==> src/acc_cfg.svh <==
// acc_cfg.svh: constants for the converter control block.
// assumes a 100 MHz core clock; included by the package, acc_out_drv and acc_ctrl.
`ifndef ACC_CFG_SVH
`define ACC_CFG_SVH
`define ACC_CLK_PERIOD_NS 10
`define ACC_BITS_FULL 12
`define ACC_BITS_SHORT 8
`define ACC_CYC_PER_BIT 95
`define ACC_ACQ_TIME_NS 1400
`define ACC_ACQ_CYC ((`ACC_ACQ_TIME_NS + `ACC_CLK_PERIOD_NS - 1) / `ACC_CLK_PERIOD_NS)
`define ACC_SHORT_BIT_POS 4
`define ACC_MARK_BIT_POS 3
`endif

==> src/acc_pkg.sv <==
// acc_pkg.sv: types shared by the converter control modules.
// assumes acc_cfg.svh is on the include path.
`include "acc_cfg.svh"
package acc_pkg;
  typedef logic [`ACC_BITS_FULL-1:0] acc_word_t;
  typedef enum logic [1:0] {
    ACC_IDLE = 2'b00,
    ACC_CONV = 2'b01
  } acc_state_t;
endpackage

==> src/acc_out_drv.sv <==
// acc_out_drv.sv: output enable and data formatting for the three-state bus.
// assumes its inputs are registered in the parent; outputs are registered here.
`timescale 1ns/1ns
`include "acc_cfg.svh"
module acc_out_drv
  import acc_pkg::*;
(
  // clock and reset
  input wire logic core_clk_i,
  input wire logic rst_n_i,
  // read request
  input wire logic read_en_i,
  input wire logic width_full_i,
  input wire logic byte_length_select_i,
  input wire acc_pkg::acc_word_t result_i,
  // pins
  output logic [`ACC_BITS_FULL-1:0] data_o,
  output logic [`ACC_BITS_FULL-1:0] data_oe_o
);
  typedef struct packed {
    logic [`ACC_BITS_FULL-1:0] data;
    logic [`ACC_BITS_FULL-1:0] oe;
  } acc_od_t;
  acc_od_t st;
  acc_od_t next_st;
  logic [`ACC_BITS_FULL-1:0] want_oe;
  logic [`ACC_BITS_FULL-1:0] want_data;

  // target enables per the read format
  always_comb begin
    want_oe = 12'h000;
    want_data = 12'h000;
    if (read_en_i) begin
      if (width_full_i) begin
        want_oe = 12'hfff;
        want_data = result_i;
      end else if (!byte_length_select_i) begin
        want_oe = 12'hff0;
        want_data = result_i;
      end else begin
        want_oe = 12'h0ff;
        want_data = {4'h0, 4'h0, result_i[3:0]};
      end
    end
  end

  // any pin whose enable would be dropped releases first; new ones wait a cycle
  always_comb begin
    next_st = st;
    next_st.data = want_data;
    if ((st.oe & ~want_oe) != 12'h000) begin
      next_st.oe = st.oe & want_oe;
    end else begin
      next_st.oe = want_oe;
    end
    if (!rst_n_i) begin
      next_st = '0;
    end
  end

  always_ff @(posedge core_clk_i) begin
    st <= next_st;
  end

  assign data_o = st.data;
  assign data_oe_o = st.oe;

  bytes_apart_a: assert property (@(posedge core_clk_i) disable iff (!rst_n_i)
    !(st.oe[11:8] != 4'h0 && st.oe[3:0] != 4'h0 && st.oe[7:4] != 4'hf))
    else $error("both bytes driven at once");
  low_byte_zero_a: assert property (@(posedge core_clk_i) disable iff (!rst_n_i)
    (st.oe == 12'h0ff) |-> (st.data[7:4] == 4'h0))
    else $error("bits 4 to 7 not zero");
endmodule // acc_out_drv

==> src/acc_ctrl.sv <==
// acc_ctrl.sv: conversion start, busy flag, sampler control and read gating.
// assumes all control pins are synchronous to core_clk_i; the analog result
// arrives on sar_bit_i one bit per step, msb first, while the block converts.
//
// Notes on behaviour
// - start captures length select; 8 or 12
// - last of three enables starts conversion
// - short result reads bit three high
// - busy flag high only while converting
// - busy keeps all outputs floating from its second cycle
// - start during busy never restarts
// - start during busy recaptures length select
// - outputs enabled only on valid read
// - width select high drives twelve bits
// - byte mode, select low: upper eight
// - byte mode, select high: nibble, zeros
// - release one byte before enabling other
// - length select may toggle any time
// - start command also raises hold
// - sampler tracks again once conversion ends
// - sample taken at command, input free after
`timescale 1ns/1ns
`include "acc_cfg.svh"
module acc_ctrl
  import acc_pkg::*;
(
  // clock and reset
  input wire logic core_clk_i,
  input wire logic rst_n_i,
  // control pins
  input wire logic chip_enable_i,
  input wire logic chip_select_n_i,
  input wire logic read_convert_i,
  input wire logic width_full_i,
  input wire logic byte_length_select_i,
  // successive approximation comparator decision
  input wire logic sar_bit_i,
  // status and sampler
  output logic conversion_busy_flag_o,
  output logic hold_o,
  // data pins
  output logic [`ACC_BITS_FULL-1:0] data_o,
  output logic [`ACC_BITS_FULL-1:0] data_oe_o
);
  typedef struct packed {
    acc_state_t state;
    logic start_cond;
    logic short_len;
    logic [6:0] cyc;
    logic [3:0] bit_cnt;
    acc_word_t shreg;
    acc_word_t result;
    logic busy;
    logic hold;
    logic read_en;
    logic width_full;
    logic bls;
  } acc_st_t;
  acc_st_t st;
  acc_st_t next_st;
  logic start_now;
  logic start_edge;
  logic [3:0] bits_needed;

  // start condition as a level; its rising edge is the start, so whichever
  // input arrives last fires it
  assign start_now = chip_enable_i && !chip_select_n_i && !read_convert_i;
  assign start_edge = start_now && !st.start_cond;
  assign bits_needed = st.short_len ? 4'(`ACC_BITS_SHORT) : 4'(`ACC_BITS_FULL);

  // timing of one conversion, in core clock edges after the start edge:
  // the flag and the hold rise together on the start edge itself; each
  // result bit then takes a fixed count of cycles, the comparator decision
  // being shifted in on the last cycle of its period; the step after the
  // last bit loads the result and drops flag and hold in the same edge.
  // a short conversion stops after eight bits and so ends early by four
  // bit periods. a start seen while busy only moves the captured length:
  // if it shortens a conversion that is already past eight bits, the very
  // next step completes it, a hazard of changing the length select while
  // converting that is left to the host to avoid.
  // the cycle counter stays put while idle, so nothing runs between
  // conversions and the sampler is free to track.

  always_comb begin
    next_st = st;
    next_st.start_cond = start_now;
    next_st.width_full = width_full_i;
    // select tracked freely, no side effect
    next_st.bls = byte_length_select_i;
    case (st.state)
      ACC_IDLE: begin
        if (start_edge) begin
          next_st.short_len = byte_length_select_i;
          next_st.hold = 1'b1;
          next_st.busy = 1'b1;
          next_st.cyc = 7'h00;
          next_st.bit_cnt = 4'h0;
          next_st.shreg = 12'h000;
          next_st.state = ACC_CONV;
        end
      end
      ACC_CONV: begin
        if (start_edge) begin
          next_st.short_len = byte_length_select_i;
        end
        // each bit takes a fixed cycle count
        if (st.cyc == 7'(`ACC_CYC_PER_BIT - 1)) begin
          next_st.cyc = 7'h00;
          next_st.shreg = {st.shreg[10:0], sar_bit_i};
          next_st.bit_cnt = st.bit_cnt + 4'h1;
        end else begin
          next_st.cyc = st.cyc + 7'h01;
        end
        if (st.bit_cnt >= bits_needed) begin
          if (st.short_len) begin
            // short result: marker bit one, tail zero
            next_st.result = {st.shreg[7:0], 4'b1000};
          end else begin
            next_st.result = st.shreg;
          end
          next_st.hold = 1'b0;
          next_st.busy = 1'b0;
          next_st.state = ACC_IDLE;
        end
      end
      default: begin
        next_st.state = ACC_IDLE;
      end
    endcase
    next_st.read_en = read_convert_i && chip_enable_i && !chip_select_n_i
                      && !next_st.busy;
    if (!rst_n_i) begin
      next_st = '0;
      next_st.state = ACC_IDLE;
    end
  end

  always_ff @(posedge core_clk_i) begin
    st <= next_st;
  end

  // three-state formatting with byte break-before-make
  acc_out_drv u_out (
    .core_clk_i(core_clk_i),
    .rst_n_i(rst_n_i),
    .read_en_i(st.read_en),
    .width_full_i(st.width_full),
    .byte_length_select_i(st.bls),
    .result_i(st.result),
    .data_o(data_o),
    .data_oe_o(data_oe_o)
  );

  assign conversion_busy_flag_o = st.busy;
  assign hold_o = st.hold;

  // checks of the control state; all on the core clock, reset disables them

  busy_state_a: assert property (@(posedge core_clk_i) disable iff (!rst_n_i)
    st.busy == (st.state == ACC_CONV))
    else $error("busy flag disagrees with state");

  busy_float_a: assert property (@(posedge core_clk_i) disable iff (!rst_n_i)
    st.busy |-> ##1 (data_oe_o == 12'h000))
    else $error("outputs driven while busy");

  no_restart_a: assert property (@(posedge core_clk_i) disable iff (!rst_n_i)
    (st.state == ACC_CONV && start_edge && st.cyc != 7'(`ACC_CYC_PER_BIT - 1))
    |=> (st.cyc == $past(st.cyc) + 7'h01))
    else $error("conversion restarted");

  start_conv_a: assert property (@(posedge core_clk_i) disable iff (!rst_n_i)
    (st.state == ACC_IDLE && start_edge) |=> (st.busy && st.hold))
    else $error("start not taken");

  len_capture_a: assert property (@(posedge core_clk_i) disable iff (!rst_n_i)
    (st.state == ACC_IDLE && start_edge) |=> (st.short_len == $past(byte_length_select_i)))
    else $error("length select not captured");

  track_after_a: assert property (@(posedge core_clk_i) disable iff (!rst_n_i)
    $fell(st.busy) |-> !st.hold)
    else $error("sampler still holding");

  short_mark_a: assert property (@(posedge core_clk_i) disable iff (!rst_n_i)
    ($fell(st.busy) && st.short_len) |-> (st.result[3:0] == 4'b1000))
    else $error("short result tail wrong");

  read_gate_a: assert property (@(posedge core_clk_i) disable iff (!rst_n_i)
    !st.read_en |=> (data_oe_o == 12'h000))
    else $error("outputs driven without read");

  hold_busy_a: assert property (@(posedge core_clk_i) disable iff (!rst_n_i)
    st.hold == st.busy)
    else $error("hold and busy disagree");

  hold_rise_a: assert property (@(posedge core_clk_i) disable iff (!rst_n_i)
    $rose(st.hold) |-> ($past(start_edge) && ($past(st.state) == ACC_IDLE)))
    else $error("hold rose without a start");

  busy_rise_a: assert property (@(posedge core_clk_i) disable iff (!rst_n_i)
    $rose(st.busy) |-> $past(start_now))
    else $error("busy rose without start condition");

  recapture_a: assert property (@(posedge core_clk_i) disable iff (!rst_n_i)
    (st.state == ACC_CONV && start_edge) |=> (st.short_len == $past(byte_length_select_i)))
    else $error("length select not recaptured");

  no_rewind_a: assert property (@(posedge core_clk_i) disable iff (!rst_n_i)
    (st.state == ACC_CONV && start_edge) |=> (st.bit_cnt >= $past(st.bit_cnt)))
    else $error("bit count reset by a start");

  shreg_keep_a: assert property (@(posedge core_clk_i) disable iff (!rst_n_i)
    (st.state == ACC_CONV && start_edge && st.cyc != 7'(`ACC_CYC_PER_BIT - 1))
    |=> (st.shreg == $past(st.shreg)))
    else $error("partial result lost on a start");

  cyc_range_a: assert property (@(posedge core_clk_i) disable iff (!rst_n_i)
    st.cyc < 7'(`ACC_CYC_PER_BIT))
    else $error("cycle counter out of range");

  bit_cap_a: assert property (@(posedge core_clk_i) disable iff (!rst_n_i)
    st.bit_cnt <= 4'(`ACC_BITS_FULL))
    else $error("bit counter out of range");

  done_ends_a: assert property (@(posedge core_clk_i) disable iff (!rst_n_i)
    (st.state == ACC_CONV && st.bit_cnt >= bits_needed) |=> (!st.busy && !st.hold))
    else $error("busy did not fall at completion");

  busy_no_read_a: assert property (@(posedge core_clk_i) disable iff (!rst_n_i)
    st.busy |-> !st.read_en)
    else $error("read gate open while busy");

  read_cond_a: assert property (@(posedge core_clk_i) disable iff (!rst_n_i)
    st.read_en |-> ($past(read_convert_i) && $past(chip_enable_i) && !$past(chip_select_n_i)))
    else $error("read gate open without read inputs");

  read_take_a: assert property (@(posedge core_clk_i) disable iff (!rst_n_i)
    (read_convert_i && chip_enable_i && !chip_select_n_i && st.state == ACC_IDLE)
    |=> st.read_en)
    else $error("read gate stayed shut");

  idle_quiet_a: assert property (@(posedge core_clk_i) disable iff (!rst_n_i)
    (st.state == ACC_IDLE && !start_edge) |=> !st.busy)
    else $error("busy rose while idle");

  // length only moves on a start
  len_hold_a: assert property (@(posedge core_clk_i) disable iff (!rst_n_i)
    !start_edge |=> (st.short_len == $past(st.short_len)))
    else $error("length changed without a start");

  bls_track_a: assert property (@(posedge core_clk_i) disable iff (!rst_n_i)
    1'b1 |=> (st.bls == $past(byte_length_select_i)))
    else $error("select copy lags the pin");

  width_track_a: assert property (@(posedge core_clk_i) disable iff (!rst_n_i)
    1'b1 |=> (st.width_full == $past(width_full_i)))
    else $error("width copy lags the pin");

  idle_keep_a: assert property (@(posedge core_clk_i) disable iff (!rst_n_i)
    (st.state == ACC_IDLE && !start_edge) |=> (st.shreg == $past(st.shreg)))
    else $error("result register moved while idle");

  start_clear_a: assert property (@(posedge core_clk_i) disable iff (!rst_n_i)
    (st.state == ACC_IDLE && start_edge) |=> (st.bit_cnt == 4'h0 && st.cyc == 7'h00))
    else $error("counters not cleared at start");

  short_run_a: assert property (@(posedge core_clk_i) disable iff (!rst_n_i)
    (st.state == ACC_CONV && st.short_len && st.bit_cnt < 4'(`ACC_BITS_SHORT))
    |=> st.busy)
    else $error("short conversion ended early");

  full_run_a: assert property (@(posedge core_clk_i) disable iff (!rst_n_i)
    (st.state == ACC_CONV && !st.short_len && st.bit_cnt < 4'(`ACC_BITS_FULL))
    |=> st.busy)
    else $error("full conversion ended early");
endmodule // acc_ctrl

==> config.mk <==
export PLATFORM = sky130hd
export DESIGN_NAME = acc_ctrl
export DESIGN_NICKNAME = d
export VERILOG_FILES = /design/src/acc_pkg.sv /design/src/acc_out_drv.sv /design/src/acc_ctrl.sv
export VERILOG_INCLUDE_DIRS = /design/src
export SDC_FILE = /design/constraint.sdc
export NUM_CORES = 1
export LEC_CHECK = 0
export BUFFER_PORTS_ARGS = -buffer_cell sky130_fd_sc_hd__buf_4
export CAP_MARGIN = 20
export CELL_PAD_IN_SITES_DETAIL_PLACEMENT = 2
export CELL_PAD_IN_SITES_GLOBAL_PLACEMENT = 2
export CORE_MARGIN = 8
export CORE_UTILIZATION = 32
export CTS_CLUSTER_DIAMETER = 60
export DETAILED_ROUTE_END_ITERATION = 6
export GPL_TIMING_DRIVEN = 1
export PLACE_DENSITY_LB_ADDON = 0.3
export REMOVE_ABC_BUFFERS = 1
export SYNTH_ARGS = -nofsm -noshare
export SYNTH_HDL_FRONTEND = slang
export SYNTH_SLANG_ARGS = --single-unit
==> constraint.sdc <==
create_clock -name core_clk_i -period 2.1 [get_ports core_clk_i]
set_input_delay 0.105 -clock core_clk_i [delete_from_list [all_inputs] [get_ports core_clk_i]]
set_output_delay 0.105 -clock core_clk_i [all_outputs]
set_load 0.03 [all_outputs]
=== Yosys cells after proc, flatten, opt, wreduce, memory -nomap -nowiden ===
Index checks and enable logic that the tools add are counted.
Widths: inputs -> output; s select.

* Register bits after elaboration: 68
* Output and inout bits: 26
* Word-level logic and storage cells: 65

* Add/sub/neg operators: 2
* $lt $le $gt $ge: 1
* Eq/ne operators: 6
* Mux-type cells: 19
* Bitwise gates (word level): 3
* Reductions and logical operators: 20

{| class="wikitable"
|+ Operators by type and width
! cell !! number
|-
| $mux 12 || 7
|-
| $pmux 24 s2 || 1
|-
| $and 12x12->12 || 2
|-
| $mux 24 || 1
|-
| $mux 16 || 1
|-
| $not 12->12 || 1
|-
| $reduce_bool 12->1 || 1
|-
| $reduce_and 3->1 || 3
|-
| $mux 2 || 4
|-
| $ne 2x2->1 const B || 4
|-
| $pmux 2 s2 || 2
|-
| $reduce_and 2->1 || 4
|-
| $add 7x1->7 const B || 1
|-
| $eq 7x7->1 const B || 1
|-
| $mux 7 || 1
|-
| $logic_and 1x1->1 || 6
|-
| $add 4x1->4 const B || 1
|-
| $ge 4x4->1 || 1
|-
| $logic_not 1->1 || 4
|-
| $mux 3 || 1
|-
| $eq 2x1->1 const B || 1
|-
| $logic_not 2->1 || 1
|-
| $reduce_bool 2->1 || 1
|-
| $mux 1 || 1
|}

=== Depth between registers and ports, before layout ===
* Depth in word-level cells: 8
* Mapped depth: 8
* Depth with buffers taken out: 6

=== Hierarchy ===
From an unflattened synthesis, not the netlist that was laid out.

* Cells, all modules: 302
* Area, all modules: 2767.7 um^2

{| class="wikitable"
|+ By module, submodules not included
! module !! instances !! cells an instance !! area an instance (um^2) !! seq. area each (um^2)
|-
| acc_ctrl || 1 || 226 || 1954.4 || 860.8
|-
| acc_out_drv || 1 || 76 || 813.3 || 480.5
|}

=== Worst setup path before layout ===
OpenSTA, ideal clock, no wires.

* Path kind: flip-flop to flip-flop
* Start point: reg st[40] (netlist bit)
* End point: reg st[10] (netlist bit)
* Setup time: 0.086 ns
* Arrival time: 1.939 ns
* Path slack: 0.075 ns
* Stages on the path, launching flop included: 9
* Path buffers: 2
* Period minus slack after synthesis: 2.025 ns
* Cells stage by stage: dfxtp_1 -> buf_1 -> inv_1 -> ha_1 -> nand2_1 -> a21oi_1 -> clkbuf_1 -> nor2_1 -> a211oi_1

* Longest elaborated chain between the ends: 3
* Elaborated cells between the ends (all ways): 4
* Those cells by class: order compare (1); mux (2); reduce/logical (1)

{| class="wikitable"
|+ RTL lines
! what !! line !! source
|-
| start, declared || acc_ctrl.sv:59 || <nowiki>acc_st_t st;</nowiki>
|-
| start signal, assigned || acc_ctrl.sv:139 || <nowiki>st <= next_st;</nowiki>
|-
| $mux 3 || acc_ctrl.sv:69 || <nowiki>assign bits_needed = st.short_len ? 4'(`ACC_BITS_SHORT) : 4'(`ACC_BITS_FULL);</nowiki>
|-
| $ge 4x4->1 || acc_ctrl.sv:114 || <nowiki>if (st.bit_cnt >= bits_needed) begin</nowiki>
|-
| $reduce_and 2->1 (no source line) || n/a ||
|}

Several ways; a longest one is shown, not always the timed one.
A chain may end at the register's enable or synchronous reset.

=== Final worst setup path ===
* Start point: reg st[33] (netlist bit)
* End point: reg st[29] (netlist bit)

* Longest elaborated chain between the ends: 3

{| class="wikitable"
|+ RTL lines
! what !! line !! source
|-
| $eq 7x7->1 || acc_ctrl.sv:107 || <nowiki>if (st.cyc == 7'(`ACC_CYC_PER_BIT - 1)) begin</nowiki>
|-
| $ne 2x2->1 (no source line) || n/a ||
|-
| $reduce_and 3->1 (no source line) || n/a ||
|}

No other way between the ends.

==> metrics <==
TritonCTS buffer count=9; reg2reg setup slack=roughly 0.19 ns; routability cong.=just under 0.8; DRT Pass-1 Iters=4; Slew HR=42.4%; non-filler cells, final=about 400; Top FF cell, synth=dfxtp_1; Synth top area share=between 50% and 60%; Post-Syn Area=around 2500 um^2; drt wl/cell=roughly 16 um; antenna violations before repair=0; Syn Area/Cell=10.2 um^2; VDD IR max=~0.34 mV; via count=2038; GRT Total Usage=roughly 13%; Setup Skew=0.00601 ns; final critical-path required period=1.91 ns; Psw=about 0.0006 W; Root Buffer=clkbuf_8; Clock Power Share=roughly half; CTS H-tree depth=3; final setup fails=0; Max Fclk=525 MHz; register area share after synthesis=roughly 53%; die height=105 um; status=finished clean; Pwr per Cell Area=between 800 and 900 nW/um^2; worst flop-to-flop path endpoint=st[29]; layout cell share with drive strength beyond 1=22.6%; Worst Path Required=2.38 ns; initial DRC count=between 40 and 50; worst r2r src=st[33]; post-CTS setup buffers=0; Pint=roughly 0.0023 W; worst setup path category=flip-flop to flip-flop; clk sinks=67; final hold vios=0; Clock Path Buffers=2; area leader, netlist=dfxtp_1; Crit path arrival time=between 2 and 2.5 ns; Placed Instances=382; fin crit share=just over 90%; post-route ant nets=0; vias in the first global route=2227; DRC errors left=0; PortBufs=33; EDFF count, synth=0; DR vias/cell=approximately 5; Layout Utilization=a little over two fifths; Worst setup SP type=flip-flop; Clock transition at path regs=0.08 ns; Worst Hold Class=primary input to flip-flop; dominant cells by area after synthesis=dfxtp_1 (53%), a22o_1 (4.5%), o21a_1 (3.8%); CORE AREA=7730 um^2; Ports=34; ANT cells=0; sw frac=20.8%; Pleak=1.27 nW; Area growth syn-to-layout=27.9%; CP Max Fanout=14; Initial Utilization=approximately a third; Row Count=32; Flop pwr share=roughly 45%; first-pass GRT wire length=roughly 11 mm; FF+latch count, synth=between 60 and 70; clock latency on the worst-skew pair=approximately 0.33 ns; max cap viols=0; CP Capture Type=flip-flop; chip width=around 110 um; RSZ-0062 raised after global routing=no; max-slew violation count=0; Hold Startpoint=chip_enable_i; Syn Inst Count=about 250; WHS Path Cells=3; final wirelength=about 6.5 mm; placed wire-length estimate=roughly 4.6 mm; R2R depth=6; CTS tree=done; combinational fraction of design power=4.7%; nets=309; Netlist cell types=50; Synthesis Warnings=0; pin count of the biggest net entering global routing=21; Least-Margin Pin Slew=roughly 0.86 ns; GR Overflow Total=0; DIE AREA=between 10000 and 15000 um^2; Min-Delay Endpoint=st[2]; post-synthesis async set-or-reset flop share=0%
[Yosys cell counts (all sizes together), types with 2 or more instances]
| library cell | number |
|---|---|
| buf | 5 |
| a31oi | 3 |
| nor3 | 10 |
| o21ai | 3 |
| ha | 5 |
| and3 | 6 |
| nor2 | 18 |
| clkbuf | 8 |
| and2 | 10 |
| o21a | 13 |
| nand2 | 11 |
| nor4 | 3 |
| inv | 10 |
| a22o | 13 |
| mux2i | 8 |
| nand3 | 7 |
| nand4b | 2 |
| dfxtp | 67 |
| a211oi | 9 |
| nor4b | 2 |
| a21oi | 14 |
[per-stage QoR]
step | cell area, um^2 | hold slack (ns) | TNS, ns | total power (W) | setup WS (ns)
2_1_floorplan | 2470 | 0.182 | -1.88 | 0.00140 | -0.163
3_3_place_gp | 2930 | 0.297 | 0 | 0.00145 | 0.277
3_5_place_dp | 2930 | 0.303 | 0 | 0.00146 | 0.204
4_1_cts | 3260 | 0.0422 | 0 | 0.00292 | 0.172
5_1_grt | 3260 | 0.0703 | 0 | 0.00300 | 0.0651
6_report | 3260 | 0.0645 | 0 | 0.00288 | 0.194
[metal layers]
layer | up-vias | routed length, um | global-route usage (%)
met5 | - | 0 | 0
met4 | 0 | 150 | 6.93
met3 | 14 | 274 | 3.62
met2 | 36 | 3080 | 19.2
met1 | 991 | 3040 | 16.2
li1 | 997 | - | -
[cell usage in the layout, fill, tap and decap left out, drive strengths merged, types with 2 or more instances in the layout]
cell	n
nand3	7
and2	10
dfxtp	67
dlygate4sd3	5
clkinv	2
inv	10
a21oi	14
nor4	3
a22o	13
mux2i	8
and3	6
nand4b	2
a31oi	3
nor4b	2
nor2	18
nand2	11
o21ai	3
ha	5
nor3	10
a211oi	9
o21a	13
buf	44
bufinv	4
clkbuf	10
[kinds of logic (layout without fill, tap and decap cells)]
group,count (synthesis),after routing,share of synthesized area (%)
buffers and inverters,24,76,4.47
AOI/OAI and AO/OA,65,65,19.1
xor gates and xnor gates,1,1,0.344
adders and majority gates,5,5,2.46
and+or+nand+nor,78,78,17.4
muxes,9,9,3.59
DFF,67,67,52.7
[power by group through the flow]
stage,Sequential [W],Clock (W),Combinational (W)
after floorplan,0.00134,0,0.0000580
after detailed placement,0.00133,0,0.000131
after global placement,0.00133,0,0.000127
after CTS,0.00130,0.00148,0.000139
final,0.00130,0.00145,0.000136
after global routing,0.00130,0.00155,0.000151
[worst max path at each step]
stage	startpoint	end	cells past startpoint
floorplan	st[40]	st[5]	6
global placement	st[33]	st[29]	6
detailed placement	st[33]	st[29]	6
CTS	st[33]	st[29]	6
global route	st[33]	st[29]	6
finish	st[33]	st[29]	6
[registers in the layout, summed over array words and instances (netlist names)]
signal,flops
conversion_busy_flag_o,1
st,41
hold_o,1
u_out.data_oe_o,12
u_out.data_o,12
[critical path, cell delays in order, from the launching register on]
cell     delay (ns)
dfxtp_1        0.33
inv_1          0.10
ha_1           0.14
and4b_1        0.23
nand3_2        0.10
nor3_2         0.66
mux2_2         0.28
[final cells by class]
type,instances,area (um^2)
fill,825,4470
sequential,67,1340
multi-input combinational,158,1090
timing repair buffer,49,380
clock buffer,10,138
clock inverter,6,136
tap,102,128
inverter,11,41.3
[timing repair]
item / CTS / global route
gates resized for setup: 0 / 0
hold buffers: 5 / 0
endpoints found under the hold margin: 4 / 0
Power figures use the tool's default switching activity.
